==> src/fsp_pkg.sv <==
// Purpose: Shared constants and types for the flash status polling host
// Assumes: 125 MHz system clock
// Notes: Device status layout and command codes of the polled flash

package fsp_pkg;

  // ----------------------------------------------------------------
  // Status byte fields
  // ----------------------------------------------------------------
  localparam int unsigned POLL_BIT = 7;
  localparam int unsigned ACT_TOG_BIT = 6;
  localparam int unsigned FAIL_BIT = 5;
  localparam int unsigned ERASE_WIN_BIT = 3;
  localparam int unsigned ERASE_TOG_BIT = 2;
  localparam int unsigned ABORT_BIT = 1;

  // ----------------------------------------------------------------
  // Command cycles
  // ----------------------------------------------------------------
  localparam logic [7:0] CMD_UNLOCK1 = 8'haa;
  localparam logic [7:0] CMD_UNLOCK2 = 8'h55;
  localparam logic [7:0] CMD_READ_RESET = 8'hf0;
  localparam logic [11:0] ADDR_UNLOCK1 = 12'h555;
  localparam logic [11:0] ADDR_UNLOCK2 = 12'h2aa;

  // ----------------------------------------------------------------
  // Own register map
  // ----------------------------------------------------------------
  localparam logic [3:0] REG_CTRL = 4'h0;
  localparam logic [3:0] REG_ADDR = 4'h1;
  localparam logic [3:0] REG_DATA = 4'h2;
  localparam logic [3:0] REG_STATUS = 4'h3;
  localparam logic [3:0] REG_LAST = 4'h4;
  localparam int unsigned CTRL_START = 0;
  localparam int unsigned CTRL_TOGGLE = 1;
  localparam logic [31:0] CTRL_RESET = 32'h0000_0000;

  // ----------------------------------------------------------------
  // Bus timing
  // ----------------------------------------------------------------
  localparam int unsigned CLK_PERIOD_NS = 8;
  localparam int unsigned STROBE_NS = 70;
  localparam int unsigned STROBE_CYC = (STROBE_NS + CLK_PERIOD_NS - 1) / CLK_PERIOD_NS;
  localparam int unsigned RECOVER_NS = 30;
  localparam int unsigned RECOVER_CYC = (RECOVER_NS + CLK_PERIOD_NS - 1) / CLK_PERIOD_NS;

  typedef enum logic [1:0] {
    RES_NONE,
    RES_DONE,
    RES_FAIL,
    RES_ABORT
  } fsp_result_t;

  typedef struct packed {
    logic ce_n;
    logic oe_n;
    logic we_n;
    logic dq_oe;
    logic [7:0] dq_out;
    logic [11:0] addr;
  } fsp_flash_t;

endpackage

==> src/fsp_host.sv <==
// Purpose: Host that polls a NOR flash status byte and recovers it after errors
// Assumes: Flash pins sampled synchronously; 12-bit low address is enough for polling
// Notes: One poll job per start; result and last status byte held in registers
`timescale 1ns/1ps

module fsp_host (
  input wire logic clock,
  input wire logic rst,
  input wire logic [3:0] reg_addr,
  input wire logic [31:0] reg_wdata,
  input wire logic reg_write,
  input wire logic reg_read,
  output logic [31:0] reg_rdata,
  output fsp_pkg::fsp_flash_t flash,
  input wire logic [7:0] flash_dq_in
);

  typedef enum {
    S_IDLE,
    S_RD_A,
    S_RD_A_GAP,
    S_RD_B,
    S_EVAL,
    S_WR,
    S_WR_GAP,
    S_DONE
  } fsp_state_t;

  fsp_state_t state;
  fsp_state_t next_state;
  logic [31:0] ctrl;
  logic [31:0] next_ctrl;
  logic [11:0] poll_addr;
  logic [11:0] next_poll_addr;
  logic [7:0] poll_data;
  logic [7:0] next_poll_data;
  logic [7:0] first_rd;
  logic [7:0] next_first_rd;
  logic [7:0] last_rd;
  logic [7:0] next_last_rd;
  logic busy;
  logic next_busy;
  fsp_pkg::fsp_result_t result;
  fsp_pkg::fsp_result_t next_result;
  logic [7:0] cnt;
  logic [7:0] next_cnt;
  logic [1:0] wr_idx;
  logic [1:0] next_wr_idx;
  logic [1:0] wr_total;
  logic [1:0] next_wr_total;
  logic [1:0] fail_kind;
  logic [1:0] next_fail_kind;
  fsp_pkg::fsp_flash_t next_flash;
  logic [31:0] next_reg_rdata;

  // ----------------------------------------------------------------
  // Helpers
  // ----------------------------------------------------------------
  function automatic logic [7:0] wr_data(input logic [1:0] idx, input logic [1:0] total);
    if (total == 2'd1) begin
      wr_data = fsp_pkg::CMD_READ_RESET;
    end else begin
      unique case (idx)
        2'd0: wr_data = fsp_pkg::CMD_UNLOCK1;
        2'd1: wr_data = fsp_pkg::CMD_UNLOCK2;
        default: wr_data = fsp_pkg::CMD_READ_RESET;
      endcase
    end
  endfunction

  function automatic logic [11:0] wr_addr(input logic [1:0] idx);
    wr_addr = (idx == 2'd1) ? fsp_pkg::ADDR_UNLOCK2 : fsp_pkg::ADDR_UNLOCK1;
  endfunction

  // ----------------------------------------------------------------
  // Poll sequencer
  // ----------------------------------------------------------------
  always_comb begin
    next_state = state;
    next_ctrl = ctrl;
    next_poll_addr = poll_addr;
    next_poll_data = poll_data;
    next_first_rd = first_rd;
    next_last_rd = last_rd;
    next_busy = busy;
    next_result = result;
    next_cnt = cnt;
    next_wr_idx = wr_idx;
    next_wr_total = wr_total;
    next_fail_kind = fail_kind;
    next_flash = flash;
    next_reg_rdata = 32'h0000_0000;
    if (reg_write && !busy) begin
      unique case (reg_addr)
        fsp_pkg::REG_CTRL: next_ctrl = reg_wdata;
        fsp_pkg::REG_ADDR: next_poll_addr = reg_wdata[11:0];
        fsp_pkg::REG_DATA: next_poll_data = reg_wdata[7:0];
        default: ;
      endcase
    end
    if (reg_read) begin
      unique case (reg_addr)
        fsp_pkg::REG_CTRL: next_reg_rdata = ctrl;
        fsp_pkg::REG_ADDR: next_reg_rdata = {20'h00000, poll_addr};
        fsp_pkg::REG_DATA: next_reg_rdata = {24'h000000, poll_data};
        fsp_pkg::REG_STATUS: next_reg_rdata = {28'h0000000, result, 1'b0, busy};
        fsp_pkg::REG_LAST: next_reg_rdata = {24'h000000, last_rd};
        default: next_reg_rdata = 32'h0000_0000;
      endcase
    end
    unique case (state)
      S_IDLE: begin
        if (ctrl[fsp_pkg::CTRL_START]) begin
          next_ctrl[fsp_pkg::CTRL_START] = 1'b0;
          next_busy = 1'b1;
          next_result = fsp_pkg::RES_NONE;
          next_state = S_RD_A;
          next_cnt = 8'h00;
        end
      end
      S_RD_A, S_RD_B: begin
        next_flash.addr = poll_addr;
        next_flash.ce_n = 1'b0;
        next_flash.oe_n = 1'b0;
        next_flash.we_n = 1'b1;
        next_flash.dq_oe = 1'b0;
        next_cnt = cnt + 8'h01;
        if (cnt == 8'(fsp_pkg::STROBE_CYC)) begin
          next_flash.ce_n = 1'b1;
          next_flash.oe_n = 1'b1;
          next_cnt = 8'h00;
          next_last_rd = flash_dq_in;
          if (state == S_RD_A) begin
            next_first_rd = flash_dq_in;
            next_state = S_RD_A_GAP;
          end else begin
            next_state = S_EVAL;
          end
        end
      end
      S_RD_A_GAP: begin
        next_cnt = cnt + 8'h01;
        if (cnt == 8'(fsp_pkg::RECOVER_CYC)) begin
          next_cnt = 8'h00;
          next_state = S_RD_B;
        end
      end
      S_EVAL: begin
        next_state = S_RD_A;
        if (ctrl[fsp_pkg::CTRL_TOGGLE]) begin
          if (first_rd[fsp_pkg::ACT_TOG_BIT] == last_rd[fsp_pkg::ACT_TOG_BIT]) begin
            next_result = fsp_pkg::RES_DONE;
            next_state = S_DONE;
          end
        end else if (last_rd[fsp_pkg::POLL_BIT] == poll_data[fsp_pkg::POLL_BIT]) begin
          next_result = fsp_pkg::RES_DONE;
          next_state = S_DONE;
        end
        if (next_state != S_DONE) begin
          if (last_rd[fsp_pkg::FAIL_BIT]) begin
            next_fail_kind = 2'd1;
          end else if (last_rd[fsp_pkg::ABORT_BIT]) begin
            next_fail_kind = 2'd3;
          end else begin
            next_fail_kind = 2'd0;
          end
          if (last_rd[fsp_pkg::FAIL_BIT] || last_rd[fsp_pkg::ABORT_BIT]) begin
            next_wr_total = last_rd[fsp_pkg::FAIL_BIT] ? 2'd1 : 2'd3;
            next_result = last_rd[fsp_pkg::FAIL_BIT] ? fsp_pkg::RES_FAIL : fsp_pkg::RES_ABORT;
            next_wr_idx = 2'd0;
            next_state = S_WR;
          end
        end
      end
      S_WR: begin
        next_flash.addr = wr_addr(wr_idx);
        next_flash.dq_out = wr_data(wr_idx, wr_total);
        next_flash.dq_oe = 1'b1;
        next_flash.ce_n = 1'b0;
        next_flash.we_n = 1'b0;
        next_flash.oe_n = 1'b1;
        next_cnt = cnt + 8'h01;
        if (cnt == 8'(fsp_pkg::STROBE_CYC)) begin
          next_flash.we_n = 1'b1;
          next_flash.ce_n = 1'b1;
          next_cnt = 8'h00;
          next_state = S_WR_GAP;
        end
      end
      S_WR_GAP: begin
        next_flash.dq_oe = 1'b0;
        next_cnt = cnt + 8'h01;
        if (cnt == 8'(fsp_pkg::RECOVER_CYC)) begin
          next_cnt = 8'h00;
          next_wr_idx = wr_idx + 2'd1;
          next_state = (wr_idx + 2'd1 == wr_total) ? S_DONE : S_WR;
        end
      end
      S_DONE: begin
        next_busy = 1'b0;
        next_state = S_IDLE;
      end
    endcase
  end

  always_ff @(posedge clock or posedge rst) begin
    if (rst) begin
      state <= S_IDLE;
      ctrl <= fsp_pkg::CTRL_RESET;
      poll_addr <= 12'h000;
      poll_data <= 8'h00;
      first_rd <= 8'h00;
      last_rd <= 8'h00;
      busy <= 1'b0;
      result <= fsp_pkg::RES_NONE;
      cnt <= 8'h00;
      wr_idx <= 2'd0;
      wr_total <= 2'd0;
      fail_kind <= 2'd0;
      flash <= '{ce_n: 1'b1, oe_n: 1'b1, we_n: 1'b1, dq_oe: 1'b0, dq_out: 8'h00, addr: 12'h000};
      reg_rdata <= 32'h0000_0000;
    end else begin
      state <= next_state;
      ctrl <= next_ctrl;
      poll_addr <= next_poll_addr;
      poll_data <= next_poll_data;
      first_rd <= next_first_rd;
      last_rd <= next_last_rd;
      busy <= next_busy;
      result <= next_result;
      cnt <= next_cnt;
      wr_idx <= next_wr_idx;
      wr_total <= next_wr_total;
      fail_kind <= next_fail_kind;
      flash <= next_flash;
      reg_rdata <= next_reg_rdata;
    end
  end

endmodule

==> config.mk <==
export PLATFORM = sky130hd
export DESIGN_NAME = fsp_host
export DESIGN_NICKNAME = d
export VERILOG_FILES = /design/src/fsp_pkg.sv /design/src/fsp_host.sv
export SDC_FILE = /design/constraint.sdc
export NUM_CORES = 1
export LEC_CHECK = 0
export BUFFER_PORTS_ARGS = -buffer_cell sky130_fd_sc_hd__buf_4
export CAP_MARGIN = 20
export CORE_MARGIN = 10
export CORE_UTILIZATION = 52
export CTS_BUF_LIST = sky130_fd_sc_hd__clkbuf_8
export CTS_CLUSTER_DIAMETER = 60
export DETAILED_ROUTE_END_ITERATION = 16
export GPL_TIMING_DRIVEN = 0
export PLACE_DENSITY_LB_ADDON = 0.3
export SYNTH_ARGS = -nofsm -noshare
export SYNTH_HDL_FRONTEND = slang
export SYNTH_SLANG_ARGS = --single-unit
==> constraint.sdc <==
create_clock -name clock -period 3.65 [get_ports clock]
set_input_delay 0 -clock clock [delete_from_list [all_inputs] [get_ports clock]]
set_output_delay 0 -clock clock [all_outputs]
set_load 0.02 [all_outputs]
==> Flow_metrics.wiki <==
{| class="wikitable"
! Metric !! Value
|-
| Count of port buffers added during placement || 101
|-
| Number of setup buffers added after CTS || 0
|-
| Diodes inserted || 0
|-
| Number of distinct library cells after synthesis || 54
|-
| Detailed Route Iter0 Violations || 449
|-
| Detailed Routing Iterations Pass 1 || 4
|-
| Post-Syn Nets || 506
|-
| Worst slew pin tran || 1.001 ns
|-
| Number of buffers created by CTS || 17
|-
| RR Startpoint || cnt[0]
|-
| Final hold vios || 0
|-
| Setup Viol. Count Final || 0
|-
| Dominant register cell in the synthesized netlist || sky130_fd_sc_hd__dfrtp_1
|-
| Vias in the first global route || ~4.6k
|-
| Layout Cells excl Fill || 769
|-
| Cell type contributing the most total cell area after synthesis || sky130_fd_sc_hd__dfrtp_1
|-
| Number of antenna violations at the first check in global routing || 0
|-
| Classification of the worst-slack hold path || input port to flip-flop
|-
| Synthesized instance count || between 400 and 500
|-
| Area grow syn2layout || 32.42%
|-
| Die outline height || 124.7 um
|-
| Setup Crit Path Kind || flip-flop to flip-flop
|-
| Critical path data required time || between 3 and 4 ns
|-
| Insertion delay to the later sink of the worst-skew pair || 0.45 ns
|-
| Top cells by instance count after synthesis || 128 x sky130_fd_sc_hd__dfrtp_1, 33 x sky130_fd_sc_hd__mux2_2, 31 x sky130_fd_sc_hd__nor2_1
|-
| Die extent in x || 124.7 um
|-
| Combinational family with the most area after synthesis || multiplexers
|-
| Post-DR wirelength/cell || 19.62 um
|-
| Post-Synth XOR/XNOR Area || 0.6146%
|-
| Number of filler instances in the final layout || 731
|-
| Setup crit start || cnt[0]
|-
| I/O Pins || 104
|-
| Global-route wire length before repair || between 20 and 25 mm
|-
| Worst setup slack before clock tree synthesis || 1.723 ns
|-
| Number of storage elements in the synthesis netlist || 131
|-
| Dominant cells by area after synthesis || sky130_fd_sc_hd__dfrtp_1 56%, sky130_fd_sc_hd__mux2_4 7.6%, sky130_fd_sc_hd__mux2_2 6.5%, sky130_fd_sc_hd__and3_1 2.4%, sky130_fd_sc_hd__o21ai_0 2.1%
|-
| Synth Area in Simple Gates || a little under an eighth
|-
| Clock period minus worst slack || ~2 ns
|-
| Worst clock skew on the final layout || 0.01061 ns
|-
| Cell leakage power || 3.800 nW
|-
| Multi-input logic area || between 0.002 and 0.0025 mm^2
|-
| Register area share after synthesis || between 50% and 60%
|-
| Overflow left after global routing || 0
|-
| DRC || 0
|-
| Type of element capturing the critical path || flip-flop
|-
| Clock root cell || sky130_fd_sc_hd__clkbuf_8
|-
| Headroom to the max-slew limit || 33.11%
|-
| Top achievable clock speed || between 500 and 600 MHz
|-
| Post-route worst setup slack || 1.664 ns
|-
| Largest net degree at the start of global routing || 84
|-
| Initial Utilization || 52.82%
|-
| Count of warnings emitted by yosys || 0
|-
| Share of synthesized area spent on multiplexers || 14.88%
|-
| Fraction of registers with async set/reset || 100.0%
|-
| Clock tree from TritonCTS || done
|-
| Resize count post-CTS || 0
|-
| Die outline area || 0.01555 mm^2
|-
| GRT Resource Usage Total || 19.48%
|-
| Std-Cell Rows || 38
|-
| Pwr dens || just under 700 mW/mm^2
|-
| Hold-fix buffer count after cts || 45
|-
| Clock Tree Buf Depth || 2
|-
| Adder and majority cell fraction of the synthesized area || under 10%
|-
| Type of origin of the critical path || flip-flop
|-
| Total design power || 5.215 mW
|-
| Mapped cell area || 0.005700 mm^2
|-
| Largest driver fanout on the critical path || 8
|-
| Final net count || 672
|-
| Synth Area per Inst || 12.64 um^2
|-
| Total clock sinks || approximately 130
|-
| Mean number of vias per cell || 5.489
|-
| Share of the synthesized area in compound gates (AO/OA/AOI/OAI) || 10.49%
|-
| Total length of routed wires || 15.09 mm
|-
| Fraction of final layout cells with drive strength greater than 1 || 35.61%
|-
| ANT nets after route || 0
|-
| WHS || 0.07367 ns
|-
| Count leader, synth || sky130_fd_sc_hd__dfrtp_1
|-
| Peak supply drop || 0.0004821 V
|-
| Share of the cycle needed by the critical path after routing || 54.41%
|-
| CTS H-tree depth || 4
|-
| Cell Count Post-Placement || 693
|-
| Unrepaired setup endpoints after global routing || no
|-
| Post-synth EDFFs || 0
|-
| Worst EP arrival || 2.32 ns
|-
| Post-detailed-placement half-perimeter wirelength || 10.15 mm
|-
| Max-capacitance violation count || 0
|-
| Beginning of the worst hold path || reg_write
|-
| Final max-slew violation count || 0
|-
| Clk slew on worst S/H paths || 0.07 ns
|-
| Weighted congestion reported at the end of routability-driven placement || 0.8802
|-
| Area share of the largest cell type after synthesis || a little under three fifths
|-
| Result of the run || complete, no violations
|-
| Sequential cell area || 0.003282 mm^2
|-
| Detailed-route via count || 4221
|-
| Total core area || 0.01079 mm^2
|}
cell usage in the layout, fill, tap and decap left out, drive strengths merged, types with 4 or more instances in the layout:
cell,count
nand2b,5
inv,12
a21oi,20
buf,117
a22oi,6
a222oi,8
nand2,29
a22o,11
clkbuf,27
dfrtp,128
o21ai,24
and3,22
o22ai,4
dlygate4sd3,45
nor2b,7
nor2,32
nand3,8
mux2,63
bufinv,5
ha,7
cell type report:
cell class	instances	share of cell area, %
buffer	25	2.105
clock buffer	17	3.100
clock inverter	14	2.619
inverter	8	0.4641
multi-input combinational	287	29.54
sequential	131	43.48
tap	140	2.321
timing repair buffer	147	16.38
cells by family after synthesis:
logic type,after synthesis
flops,131
compound gates,88
xor+xnor,4
fa+ha+maj,7
simple gates,122
mux,66
buf+inv,33
through the flow:
stage / setup TNS (ns) / instance area [um^2] / utilization [%]
2_1_floorplan: 0 / 5700 / -
3_3_place_gp: -149.52 / 6634 / 61.47
3_5_place_dp: 0 / 6666 / 61.77
4_1_cts: 0 / 7548 / 69.94
5_1_grt: 0 / 7548 / 69.94
6_report: 0 / 7548 / 69.94
registers in the layout, indices dropped and copies added (netlist names):
name       flops
wr_idx         2
poll_addr     12
cnt            8
busy           1
state          3
result         2
poll_data      8
first_rd       1
ctrl          32
reg_rdata     32
last_rd        8
wr_total       2
flash         20
routing by layer:
| layer | up-vias | GRT usage [%] | routed length [um] |
|---|---|---|---|
| li1 | 1944 | - | - |
| met1 | 2111 | 22.56 | 6221 |
| met2 | 138 | 33.34 | 7770 |
| met3 | 28 | 5.234 | 812 |
| met4 | 0 | 7.951 | 284 |
| met5 | - | 0 | 0 |
path summary, 6_finish.rpt:
kind | end | slack (ns) | cells past startpoint
max | state[0] | 1.66 | 6
min | ctrl[0] | 0.07 | 4
max reg2reg | state[0] | 1.66 | 6
min reg2reg | flash[23] | 0.49 | 2
max in group asynchronous | poll_data[3] | 2.78 | 4
min in group asynchronous | ctrl[12] | 0.13 | 3
critical path, cell delays in order, from the launching register on:
cell,delay [ns]
sky130_fd_sc_hd__dfrtp_1,0.43
sky130_fd_sc_hd__inv_1,0.06
sky130_fd_sc_hd__ha_1,0.19
sky130_fd_sc_hd__and3b_1,0.18
sky130_fd_sc_hd__a211oi_2,0.53
sky130_fd_sc_hd__nor2_1,0.21
sky130_fd_sc_hd__a31o_2,0.28
power by group:
| group | switching, mW | internal (mW) |
|---|---|---|
| Combinational | 0.900 | 0.799 |
| Clock | 0.551 | 0.795 |
| Sequential | 0.312 | 1.86 |
No activity file was read; power rests on OpenSTA's default activity.
